$ cat config.mk
export PLATFORM = sky130hd
export DESIGN_NAME = rss_datapath
export DESIGN_NICKNAME = d
export VERILOG_FILES = /design/src/logic/rss_pkg.sv /design/src/logic/rss_datapath.sv
export SDC_FILE = /design/constraint.sdc
export NUM_CORES = 1
export LEC_CHECK = 0
export BUFFER_PORTS_ARGS = -buffer_cell sky130_fd_sc_hd__buf_4
export CORE_ASPECT_RATIO = 1.1
export CORE_MARGIN = 10
export CORE_UTILIZATION = 55
export DETAILED_ROUTE_END_ITERATION = 6
export PLACE_DENSITY = 0.87
export SKIP_CTS_REPAIR_TIMING = 1
export SYNTH_ARGS = -nofsm -noshare
export SYNTH_HDL_FRONTEND = slang
export SYNTH_SLANG_ARGS = --single-unit
$ cat constraint.sdc
create_clock -name pclk -period 4.3 [get_ports pclk]
set_input_delay 0.86 -clock pclk [delete_from_list [all_inputs] [get_ports pclk]]
set_output_delay 0.86 -clock pclk [all_outputs]
set_load 0.01 [all_outputs]
$ cat src/logic/rss_pkg.sv
// package: opcodes, flag layout, register map and timing for the rotate/subtract/skip datapath
package rss_pkg;
  // operation codes (values chosen for this block)
  typedef enum logic [4:0] {
    RSS_OP_NONE, RSS_OP_ROTATE_LEFT_TO_ACC, RSS_OP_ROTATE_LEFT_THRU_CARRY,
    RSS_OP_ROTATE_LEFT_THRU_CARRY_TO_ACC, RSS_OP_ROTATE_RIGHT, RSS_OP_ROTATE_RIGHT_TO_ACC,
    RSS_OP_ROTATE_RIGHT_THRU_CARRY, RSS_OP_ROTATE_RIGHT_THRU_CARRY_TO_ACC,
    RSS_OP_SUBTRACT_WITH_BORROW, RSS_OP_SUBTRACT_WITH_BORROW_TO_MEM, RSS_OP_SUBTRACT_PLAIN,
    RSS_OP_SUBTRACT_PLAIN_TO_MEM, RSS_OP_SUBTRACT_IMM, RSS_OP_DECREMENT_SKIP_ZERO,
    RSS_OP_DECREMENT_SKIP_ZERO_TO_ACC, RSS_OP_INCREMENT_SKIP_ZERO, RSS_OP_INCREMENT_SKIP_ZERO_TO_ACC,
    RSS_OP_SET_BYTE, RSS_OP_SET_BIT, RSS_OP_SKIP_BIT_NONZERO, RSS_OP_SKIP_ON_ZERO,
    RSS_OP_SKIP_ON_ZERO_COPY_ACC, RSS_OP_SKIP_BIT_ZERO, RSS_OP_NIBBLE_EXCHANGE,
    RSS_OP_NIBBLE_EXCHANGE_TO_ACC, RSS_OP_TABLE_READ_CURRENT_PAGE, RSS_OP_TABLE_READ_LAST_PAGE
  } rss_op_t;

  // flag bits in the flags register
  localparam int RSS_FLAG_C  = 0;
  localparam int RSS_FLAG_AC = 1;
  localparam int RSS_FLAG_Z  = 2;
  localparam int RSS_FLAG_OV = 3;

  // register byte addresses
  localparam logic [11:0] RSS_ADDR_CMD    = 12'h000;
  localparam logic [11:0] RSS_ADDR_ACC    = 12'h004;
  localparam logic [11:0] RSS_ADDR_MEM    = 12'h008;
  localparam logic [11:0] RSS_ADDR_FLAGS  = 12'h00c;
  localparam logic [11:0] RSS_ADDR_TPTR   = 12'h010;
  localparam logic [11:0] RSS_ADDR_TABLE_HIGH_LATCH   = 12'h014;
  localparam logic [11:0] RSS_ADDR_STATUS = 12'h018;
  localparam logic [11:0] RSS_ADDR_CODE   = 12'h01c;

  // command word fields
  localparam int RSS_CMD_OP_LSB  = 0;
  localparam int RSS_CMD_BIT_LSB = 8;
  localparam int RSS_CMD_IMM_LSB = 16;

  // reset values
  localparam logic [7:0]  RSS_RST_BYTE = 8'h00;
  localparam logic [3:0]  RSS_RST_FLAGS = 4'h0;
  localparam logic [15:0] RSS_RST_CODE = 16'h0000;

  // a skip takes two instruction cycles
  localparam logic [1:0] RSS_SKIP_CYCLES = 2'h2;

  typedef struct packed {
    logic [7:0]  acc;
    logic [7:0]  mem;
    logic [3:0]  flags;
    logic [7:0]  tptr;
    logic [7:0]  table_high_latch;
    logic [15:0] code;
    logic        tpage;
    logic        skip;
    logic [1:0]  skip_cnt;
    logic [31:0] prdata;
  } rss_state_t;
endpackage

$ cat src/logic/rss_datapath.sv
// rotate/subtract/skip/table-read datapath with APB register access
//
// The APB interface to the registers and the address map were left to the implementer.
`timescale 1ns/1ps
module rss_datapath (
  // apb
  input  wire logic        pclk,
  input  wire logic        presetn,
  input  wire logic        psel,
  input  wire logic        penable,
  input  wire logic        pwrite,
  input  wire logic [11:0] paddr,
  input  wire logic [31:0] pwdata,
  output logic [31:0]      prdata,
  output logic             pready,
  output logic             pslverr,
  // program code fetch
  output logic [7:0]       code_addr,
  output logic             code_page_last,
  input  wire logic [15:0] code_word,
  // sequencer
  output logic             skip_next
);
  rss_pkg::rss_state_t s_q;
  rss_pkg::rss_state_t s_d;

  logic             wr;
  logic             rd;
  rss_pkg::rss_op_t op;
  logic [2:0]       bsel;
  logic [7:0]       imm;
  logic [7:0]       m;
  logic             c;
  logic [7:0]       subtrahend;
  logic             borrow_in;
  logic [8:0]       diff;
  logic [4:0]       ldiff;
  logic [7:0]       inc;
  logic [7:0]       dec;
  logic             mapped;

  assign wr   = psel && penable && pwrite;
  assign rd   = psel && penable && !pwrite;
  assign op   = rss_pkg::rss_op_t'(pwdata[rss_pkg::RSS_CMD_OP_LSB +: 5]);
  assign bsel = pwdata[rss_pkg::RSS_CMD_BIT_LSB +: 3];
  assign imm  = pwdata[rss_pkg::RSS_CMD_IMM_LSB +: 8];
  assign m    = s_q.mem;
  assign c    = s_q.flags[rss_pkg::RSS_FLAG_C];
  assign inc  = m + 8'h01;
  assign dec  = m - 8'h01;

  always_comb begin
    subtrahend = (op == rss_pkg::RSS_OP_SUBTRACT_IMM) ? imm : m;
    borrow_in  = (op == rss_pkg::RSS_OP_SUBTRACT_WITH_BORROW ||
                  op == rss_pkg::RSS_OP_SUBTRACT_WITH_BORROW_TO_MEM) ? !c : 1'b0;
    diff  = {1'b0, s_q.acc} - {1'b0, subtrahend} - {8'h00, borrow_in};
    ldiff = {1'b0, s_q.acc[3:0]} - {1'b0, subtrahend[3:0]} - {4'h0, borrow_in};
  end

  always_comb begin
    mapped = 1'b1;
    unique case (paddr)
      rss_pkg::RSS_ADDR_CMD, rss_pkg::RSS_ADDR_ACC, rss_pkg::RSS_ADDR_MEM, rss_pkg::RSS_ADDR_FLAGS,
      rss_pkg::RSS_ADDR_TPTR, rss_pkg::RSS_ADDR_TABLE_HIGH_LATCH, rss_pkg::RSS_ADDR_STATUS,
      rss_pkg::RSS_ADDR_CODE: mapped = 1'b1;
      default: mapped = 1'b0;
    endcase
  end

  always_comb begin
    s_d = s_q;
    // a pending skip burns a second instruction cycle before it is released
    if (s_q.skip_cnt != 2'h0) begin
      s_d.skip_cnt = s_q.skip_cnt - 2'h1;
      if (s_q.skip_cnt == 2'h1) begin
        s_d.skip = 1'b0;
      end
    end
    if (rd) begin
      unique case (paddr)
        rss_pkg::RSS_ADDR_ACC:    s_d.prdata = {24'h0, s_q.acc};
        rss_pkg::RSS_ADDR_MEM:    s_d.prdata = {24'h0, s_q.mem};
        rss_pkg::RSS_ADDR_FLAGS:  s_d.prdata = {28'h0, s_q.flags};
        rss_pkg::RSS_ADDR_TPTR:   s_d.prdata = {23'h0, s_q.tpage, s_q.tptr};
        rss_pkg::RSS_ADDR_TABLE_HIGH_LATCH:   s_d.prdata = {24'h0, s_q.table_high_latch};
        rss_pkg::RSS_ADDR_STATUS: s_d.prdata = {30'h0, s_q.skip_cnt != 2'h0, s_q.skip};
        rss_pkg::RSS_ADDR_CODE:   s_d.prdata = {16'h0, s_q.code};
        default:                  s_d.prdata = 32'h0;
      endcase
    end
    if (wr) begin
      unique case (paddr)
        rss_pkg::RSS_ADDR_ACC:   s_d.acc   = pwdata[7:0];
        rss_pkg::RSS_ADDR_MEM:   s_d.mem   = pwdata[7:0];
        rss_pkg::RSS_ADDR_FLAGS: s_d.flags = pwdata[3:0];
        rss_pkg::RSS_ADDR_TPTR: begin
          s_d.tptr  = pwdata[7:0];
          s_d.tpage = pwdata[8];
        end
        rss_pkg::RSS_ADDR_CMD: begin
          unique case (op)
            rss_pkg::RSS_OP_ROTATE_LEFT_TO_ACC: s_d.acc = {m[6:0], m[7]};
            rss_pkg::RSS_OP_ROTATE_LEFT_THRU_CARRY: begin
              s_d.mem = {m[6:0], c};
              s_d.flags[rss_pkg::RSS_FLAG_C] = m[7];
            end
            rss_pkg::RSS_OP_ROTATE_LEFT_THRU_CARRY_TO_ACC: begin
              s_d.acc = {m[6:0], c};
              s_d.flags[rss_pkg::RSS_FLAG_C] = m[7];
            end
            rss_pkg::RSS_OP_ROTATE_RIGHT:        s_d.mem = {m[0], m[7:1]};
            rss_pkg::RSS_OP_ROTATE_RIGHT_TO_ACC: s_d.acc = {m[0], m[7:1]};
            rss_pkg::RSS_OP_ROTATE_RIGHT_THRU_CARRY: begin
              s_d.mem = {c, m[7:1]};
              s_d.flags[rss_pkg::RSS_FLAG_C] = m[0];
            end
            rss_pkg::RSS_OP_ROTATE_RIGHT_THRU_CARRY_TO_ACC: begin
              s_d.acc = {c, m[7:1]};
              s_d.flags[rss_pkg::RSS_FLAG_C] = m[0];
            end
            rss_pkg::RSS_OP_SUBTRACT_WITH_BORROW, rss_pkg::RSS_OP_SUBTRACT_WITH_BORROW_TO_MEM,
            rss_pkg::RSS_OP_SUBTRACT_PLAIN, rss_pkg::RSS_OP_SUBTRACT_PLAIN_TO_MEM,
            rss_pkg::RSS_OP_SUBTRACT_IMM: begin
              if (op == rss_pkg::RSS_OP_SUBTRACT_WITH_BORROW_TO_MEM ||
                  op == rss_pkg::RSS_OP_SUBTRACT_PLAIN_TO_MEM) begin
                s_d.mem = diff[7:0];
              end else begin
                s_d.acc = diff[7:0];
              end
              // carry means no borrow out of bit 7
              s_d.flags[rss_pkg::RSS_FLAG_C]  = !diff[8];
              s_d.flags[rss_pkg::RSS_FLAG_AC] = !ldiff[4];
              s_d.flags[rss_pkg::RSS_FLAG_Z]  = (diff[7:0] == 8'h00);
              s_d.flags[rss_pkg::RSS_FLAG_OV] = (s_q.acc[7] != subtrahend[7]) &&
                                                (diff[7] != s_q.acc[7]);
            end
            rss_pkg::RSS_OP_DECREMENT_SKIP_ZERO: begin
              s_d.mem  = dec;
              s_d.skip = (dec == 8'h00);
            end
            rss_pkg::RSS_OP_DECREMENT_SKIP_ZERO_TO_ACC: begin
              s_d.acc  = dec;
              s_d.skip = (dec == 8'h00);
            end
            rss_pkg::RSS_OP_INCREMENT_SKIP_ZERO: begin
              s_d.mem  = inc;
              s_d.skip = (inc == 8'h00);
            end
            rss_pkg::RSS_OP_INCREMENT_SKIP_ZERO_TO_ACC: begin
              s_d.acc  = inc;
              s_d.skip = (inc == 8'h00);
            end
            rss_pkg::RSS_OP_SET_BYTE:         s_d.mem = 8'hff;
            rss_pkg::RSS_OP_SET_BIT:          s_d.mem[bsel] = 1'b1;
            rss_pkg::RSS_OP_SKIP_BIT_NONZERO: s_d.skip = m[bsel];
            rss_pkg::RSS_OP_SKIP_ON_ZERO:     s_d.skip = (m == 8'h00);
            rss_pkg::RSS_OP_SKIP_ON_ZERO_COPY_ACC: begin
              s_d.acc  = m;
              s_d.skip = (m == 8'h00);
            end
            rss_pkg::RSS_OP_SKIP_BIT_ZERO:         s_d.skip = !m[bsel];
            rss_pkg::RSS_OP_NIBBLE_EXCHANGE:       s_d.mem = {m[3:0], m[7:4]};
            rss_pkg::RSS_OP_NIBBLE_EXCHANGE_TO_ACC: s_d.acc = {m[3:0], m[7:4]};
            rss_pkg::RSS_OP_TABLE_READ_CURRENT_PAGE, rss_pkg::RSS_OP_TABLE_READ_LAST_PAGE: begin
              // code word is sampled combinationally in the access cycle
              s_d.mem  = code_word[7:0];
              s_d.table_high_latch = code_word[15:8];
              s_d.code = code_word;
            end
            default: s_d.mem = s_q.mem;
          endcase
          if (op inside {rss_pkg::RSS_OP_DECREMENT_SKIP_ZERO, rss_pkg::RSS_OP_DECREMENT_SKIP_ZERO_TO_ACC,
                         rss_pkg::RSS_OP_INCREMENT_SKIP_ZERO, rss_pkg::RSS_OP_INCREMENT_SKIP_ZERO_TO_ACC,
                         rss_pkg::RSS_OP_SKIP_BIT_NONZERO, rss_pkg::RSS_OP_SKIP_ON_ZERO,
                         rss_pkg::RSS_OP_SKIP_ON_ZERO_COPY_ACC, rss_pkg::RSS_OP_SKIP_BIT_ZERO}) begin
            s_d.skip_cnt = rss_pkg::RSS_SKIP_CYCLES;
          end
        end
        default: s_d.acc = s_q.acc;
      endcase
    end
  end

  always_ff @(posedge pclk or negedge presetn) begin
    if (!presetn) begin
      s_q.acc      <= rss_pkg::RSS_RST_BYTE;
      s_q.mem      <= rss_pkg::RSS_RST_BYTE;
      s_q.flags    <= rss_pkg::RSS_RST_FLAGS;
      s_q.tptr     <= rss_pkg::RSS_RST_BYTE;
      s_q.table_high_latch     <= rss_pkg::RSS_RST_BYTE;
      s_q.code     <= rss_pkg::RSS_RST_CODE;
      s_q.tpage    <= 1'b0;
      s_q.skip     <= 1'b0;
      s_q.skip_cnt <= 2'h0;
      s_q.prdata   <= 32'h0;
    end else begin
      s_q <= s_d;
    end
  end

  // read data comes straight from the state flops, so there are no wait states
  assign pready         = 1'b1;
  assign pslverr        = psel && penable && !mapped;
  assign prdata         = rd ? read_now(paddr) : 32'h0;
  assign code_addr      = s_q.tptr;
  assign code_page_last = (wr && paddr == rss_pkg::RSS_ADDR_CMD) ?
                          (op == rss_pkg::RSS_OP_TABLE_READ_LAST_PAGE) : s_q.tpage;
  assign skip_next      = s_q.skip;

  function automatic logic [31:0] read_now(input logic [11:0] a);
    logic [31:0] r;
    r = 32'h0;
    unique case (a)
      rss_pkg::RSS_ADDR_ACC:    r = {24'h0, s_q.acc};
      rss_pkg::RSS_ADDR_MEM:    r = {24'h0, s_q.mem};
      rss_pkg::RSS_ADDR_FLAGS:  r = {28'h0, s_q.flags};
      rss_pkg::RSS_ADDR_TPTR:   r = {23'h0, s_q.tpage, s_q.tptr};
      rss_pkg::RSS_ADDR_TABLE_HIGH_LATCH:   r = {24'h0, s_q.table_high_latch};
      rss_pkg::RSS_ADDR_STATUS: r = {30'h0, s_q.skip_cnt != 2'h0, s_q.skip};
      rss_pkg::RSS_ADDR_CODE:   r = {16'h0, s_q.code};
      default:                  r = 32'h0;
    endcase
    return r;
  endfunction
endmodule

# After elaboration in Yosys (flattened, before gate mapping)
# Memory sizes are Yosys's and may differ from the RTL's.
# Cells that the tools add are included.
[classes]
eq_ne = 42
mux = 25
n_addsub = 7
bitwise_logic = 1
magnitude_cmp = 2
n_reduce_logical = 39
[ops]
columns = ["op", "n"]
rows = [
  ["$pmux W16 S7", 1],
  ["$pmux W8 S10", 1],
  ["$pmux W8 S9", 1],
  ["$eq A5 B5 Y1 const B", 11],
  ["$eq A12 B5 Y1 const B", 4],
  ["$eq A5 B4 Y1 const B", 8],
  ["$logic_not A8 Y1", 4],
  ["$mux W32", 1],
  ["$pmux W8 S2", 2],
  ["$eq A12 B4 Y1 const B", 2],
  ["$mux W8", 3],
  ["$eq A5 B3 Y1 const B", 4],
  ["$eq A12 B3 Y1 const B", 1],
  ["$logic_not A12 Y1", 1],
  ["$mux W3", 4],
  ["$reduce_or A2 Y1", 6],
  ["$ne A11 B3 Y1 const B", 1],
  ["$eq A5 B2 Y1 const B", 2],
  ["$ne A10 B4 Y1 const B", 1],
  ["$reduce_and A3 Y1", 3],
  ["$sub A8 B8 Y9", 1],
  ["$sub A9 B1 Y9", 1],
  ["$add A8 B1 Y8 const B", 1],
  ["$or A8 B8 Y8", 1],
  ["28 further kinds", 51],
]
[totals]
in_bits = 65
mem_bits_ro = 32
register_bits = 56
memories = 1
output_inout_bits = 44
elab_cells = 127
[memory_table]
columns = ["memory", "depth", "word_bits", "rd", "rd_ports_with_merged_regs", "wr", "line", "source"]
rows = [
  ["(name not given)", 32, 1, 1, 0, 0, "rss_datapath.sv:62", "unique case (paddr)"],
]

# Longest topological paths before layout
[logic_depth]
depth_word = 8
mapped_depth = 14
depth_no_buf = 12

# Least setup slack after synthesis
# Ideal clock, no wire load.
[synth_path]
path_kind = "input port to flip-flop"
from = "input port pwdata[1]"
to = "register s_q (netlist bit m[7])"
n_path_buf = 3
stages = 14
setup_slack_ns = 0.190
arrival_ns = 3.964
setup_time_ns = 0.146
required_time_ns = 4.154
path_cell_list = "buf_4 > buf_4 > or3_1 > clkbuf_1 > mux2_2 > fa_1 > inv_1 > ha_1 > o21ai_0 > a21oi_1 > mux2i_1 > nand3_1 > a2111oi_0 > o22ai_2"
[synth_between]
elab_chain_len = 7
elab_cells_between_ends = 29
classes_between = "add/sub: 2; eq/ne: 17; mux: 5; reduce/logical: 5"
[synth_rtl]
columns = ["item", "line", "source"]
rows = [
  ["start, declared", "rss_datapath.sv:13", "input wire logic [31:0] pwdata,"],
  ["$eq A5 B4 Y1 (on tied branches)", "-", ""],
  ["$mux W8 / $logic_or A1 B1 Y1 (equally long branches)", "rss_datapath.sv:53, rss_datapath.sv:54", ""],
  ["$sub A8 B8 Y9 / $mux W1 (equally long branches)", "rss_datapath.sv:56, rss_datapath.sv:55", ""],
  ["$sub A9 B1 Y9", "rss_datapath.sv:56", "diff = {1'b0, s_q.acc} - {1'b0, subtrahend} - {8'h00, borrow_in};"],
  ["$mux W8", "rss_datapath.sv:124", "if (op == rss_pkg::RSS_OP_SUBTRACT_WITH_BORROW_TO_MEM ||"],
  ["$pmux W8 S10", "rss_datapath.sv:101", "unique case (op)"],
  ["$pmux W8 S2", "rss_datapath.sv:92", "unique case (paddr)"],
  ["end, declared", "rss_datapath.sv:24", "rss_pkg::rss_state_t s_q;"],
]
# Parallel ways exist; a longest one is shown, timed or not. The select of a mux whose other input is x is not followed.
# A chain may end at the register's enable or synchronous reset.

# Worst setup path in the final report
[layout_path]
from = "input port pwdata[0]"
to = "register s_q (netlist bit c)"
[layout_between]
elab_chain_len = 7
elab_cells_between_ends = 22
classes_between = "add/sub: 2; eq/ne: 10; mux: 4; reduce/logical: 6"
[layout_rtl]
columns = ["item", "line", "source"]
rows = [
  ["$eq A5 B4 Y1 (on tied branches)", "-", ""],
  ["$mux W8 / $logic_or A1 B1 Y1 (equally long branches)", "rss_datapath.sv:53, rss_datapath.sv:54", ""],
  ["$sub A8 B8 Y9 / $mux W1 (equally long branches)", "rss_datapath.sv:56, rss_datapath.sv:55", ""],
  ["$sub A9 B1 Y9", "rss_datapath.sv:56", ""],
  ["$logic_not A1 Y1", "rss_datapath.sv:131", "s_d.flags[rss_pkg::RSS_FLAG_C] = !diff[8];"],
  ["$pmux W1 S3", "rss_datapath.sv:101", ""],
  ["$pmux W4 S2", "rss_datapath.sv:92", ""],
]
# Parallel ways exist; a longest one is shown, timed or not.

==> impl_metrics.py <==
metrics = {
    "logic_synthesis": {
        "yosysSeqAreaShare": 0.219,
        "avgSynthCellArea_sq_um": 8.07,
        "netlist_area_sq_um": 5490,
        "yosysTopAreaCellShare": 0.219,
        "ys_ff_latch": 48,
        "synth_top_family_by_area": "compound AO/OA/AOI/OAI gates",
        "synth_compound_area_frac": 0.248,
        "synth_top_area_cell": "dfrtp_1",
        "yosys.cell_types.count": 76,
        "synthArstFlopShare": 1.00,
        "syn_inst": 680,
        "synthAdderAreaFrac": 0.0506,
        "synth_edf_count": 0,
        "synthFlopType": "dfrtp_1",
        "yosys_warnings": 0,
        "synthSimpleGateAreaFrac": 0.215,
        "synth_area_leaders": "dfrtp_1 22%, mux2_2 7.2%, buf_4 4.7%",
        "synth_mux_area_frac": 0.117,
        "yosys.area_share.xor_xnor": 0.0335,
    },
    "finish": {
        "final_cell_mix": "102 x buf_4, 56 x nor2_1, 51 x nand2_1",
        "final_common_cell": "buf_4",
        "seq_area_sq_um": 1200,
        "multi_input_area_sq_um": 3710,
        "nets": 804,
        "fillerInstances": 869,
        "layout-drive-gt1-share": 0.229,
        "diodes": 0,
        "area_growth_pct": 10.7,
    },
    "die": {
        "dieArea_sq_um": 14400,
        "initial_core_util": 0.560,
        "fp.coreArea_sq_um": 9790,
        "die_w_um": 115,
        "die_h_um": 125,
        "ios": 109,
        "rows": 38,
    },
    "clock_tree": {
        "path_clk_slew_ps": 100,
        "clock_path_buffers": 2,
        "cts_root_buffer": "clkbuf_8",
        "cts_tree": "built",
        "clock-sinks": 48,
        "clk_latency_ps": 310,
        "h-tree-depth": 2,
        "numCtsBuffers": 5,
    },
    "detailed_routing": {
        "postRouteWirelength_um": 19900,
        "drtAntennaViolNets": 0,
        "dr.pass1.iters": 6,
        "via_per_inst": 6.88,
        "drcViolationCount": 0,
        "vias": 5776,
        "drt_iter0_markers": 745,
        "wl_per_cell_um": 23.7,
    },
    "sta": {
        "rsz0062_at_grt": "false",
        "drv_slew": 0,
        "finalCritPeriodShare": 0.948,
        "whs_ps": 492,
        "fin_crit_ps": 4080,
        "maxSlewHeadroom": 0.318,
        "finalSetupViolCount": 0,
        "setup_tns_ps": 0,
        "skew_ps": 3.86,
        "fmax_ghz": 0.245,
        "worst_pin_slew_ps": 1020,
        "final-hold-violation-count": 0,
    },
    "global_routing": {
        "grt_max_degree": 49,
        "grt_pass1_wl_um": 31000,
        "grt_pass1_vias": 5515,
        "track_usage": 0.265,
        "grt_overflow": 0,
        "antenna_found_initial": 0,
    },
    "critical_path": {
        "end_kind": "flop",
        "worst_ep_arrival_time_ps": 4300,
        "r2r-start": "c$_DFFE_PN0P_",
        "crit_fanout": 2,
        "crit_path_start": "pwdata[0]",
        "rr_worst_depth": 10,
        "path_class": "in -> reg",
        "r2r_slack_ps": 720,
        "worst_r2r_endpoint": "m[7]$_DFFE_PN0P_",
        "cp-endpoint": "c$_DFFE_PN0P_",
        "start_kind": "input pin",
        "crit_required_ps": 4520,
    },
    "power_and_ir_drop": {
        "powerDensity_nw_per_um2": 174,
        "p_leak_nw": 2.66,
        "vdd_drop_max_mv": 0.251,
    },
    "worst_hold_path": {
        "min_path_type": "reg -> reg",
        "hold_path_depth": 1,
    },
    "placed_design": {
        "gp_congestion": 0.959,
        "dp_hpwl_um": 15100,
        "port_buffers": 78,
    },
    "outcome": {
        "outcome": "finished, final reports clean",
    },
    "flow_run": {
        "cap_violations": 0,
    },
}
[report_power, final]
group	switching (mW)	internal, mW
registers	0.000769	0.452
clock network	0.167	0.190
logic	0.153	0.0923
total	0.321	0.734
[cell type report]
type | instances | area share
clock buffers | 6 | 0.0136
clock inverters | 2 | 0.00638
inverters | 34 | 0.0210
multi-input cells | 527 | 0.611
flip-flops and latches | 48 | 0.198
well taps | 120 | 0.0247
repair buffers | 102 | 0.126
[worst min-delay path by stage]
stage / slack (ps) / from / to
global placement: 470 / s_q[32]$_DFF_PN0_ / s_q[32]$_DFF_PN0_
finish: 490 / s_q[32]$_DFF_PN0_ / s_q[32]$_DFF_PN0_
floorplan: 450 / s_q[32]$_DFF_PN0_ / s_q[32]$_DFF_PN0_
global route: 510 / s_q[32]$_DFF_PN0_ / s_q[32]$_DFF_PN0_
CTS: 490 / s_q[32]$_DFF_PN0_ / s_q[32]$_DFF_PN0_
detailed placement: 480 / s_q[32]$_DFF_PN0_ / s_q[32]$_DFF_PN0_
[state kept, by name (all words and copies together) (netlist names)]
register	count
skip_next	1
code_addr	8
c	1
m	8
s_q	30
[synthesized netlist by cell type, types with 4 or more instances]
cell        n
nor3_1     18
a211oi_1    8
clkbuf_1   30
inv_1      33
nor2_1     56
or2_2       5
ha_1       19
buf_4      34
a21oi_1    19
buf_2      12
xnor2_1    10
o22ai_1    11
a22oi_1    11
buf_1       4
o221ai_1    5
a2111oi_0   5
mux2i_1    16
o211ai_1   15
xor2_1     11
nor2b_1     5
nor4b_1     4
and3_1      5
mux4_2      4
nand2_1    51
nand2b_1    7
a222oi_1    8
o2bb2ai_1   5
a221o_1     5
o21a_1      8
o31ai_1     7
dfrtp_1    48
a22o_1      5
nand3_1    16
nor4_1      8
o21ai_0    35
mux2_2     35
buf_6       5
a31oi_1    11
or3_1       7
and2_1     13
nand4_1     6
a221oi_1    7
[metal layers]
layer	wire length [um]	global-route usage	part of all wire
met5	0	0	0
met2	9250	0.419	0.46
met4	960	0.106	0.048
met1	7680	0.341	0.39
met3	2010	0.0549	0.10
[metrics by stage]
step / area, sq um / setup slack (ps) / power, mW / utilization / cells
6_report: 6080 / 225 / 1.06 / 0.620 / 839
3_5_place_dp: 5950 / 19.5 / 0.697 / 0.608 / 831
5_1_grt: 6080 / 84.4 / 1.09 / 0.620 / 839
2_1_floorplan: 5540 / 190 / 0.611 / - / 695
3_3_place_gp: 5950 / 100 / 0.694 / 0.608 / 831
4_1_cts: 6080 / 333 / 1.04 / 0.620 / 839
[logic make-up after synthesis]
kind of cell,Yosys count
muxes,55
other,2
buffers and inverters,120
xor gates and xnor gates,21
AOI/OAI and AO/OA,189
and+or+nand+nor,224
DFF,48
adders and majority gates,21
[worst max-delay path: stages]
cell	delay [ps]
buf_4	110
nand2b_1	140
or3_1	470
mux2_2	330
fa_1	430
fa_1	410
a21boi_0	280
o22ai_1	180
o21ai_0	300
xor2_1	420
a21oi_1	150
o31ai_1	210
(Power assumes the default switching activity.)
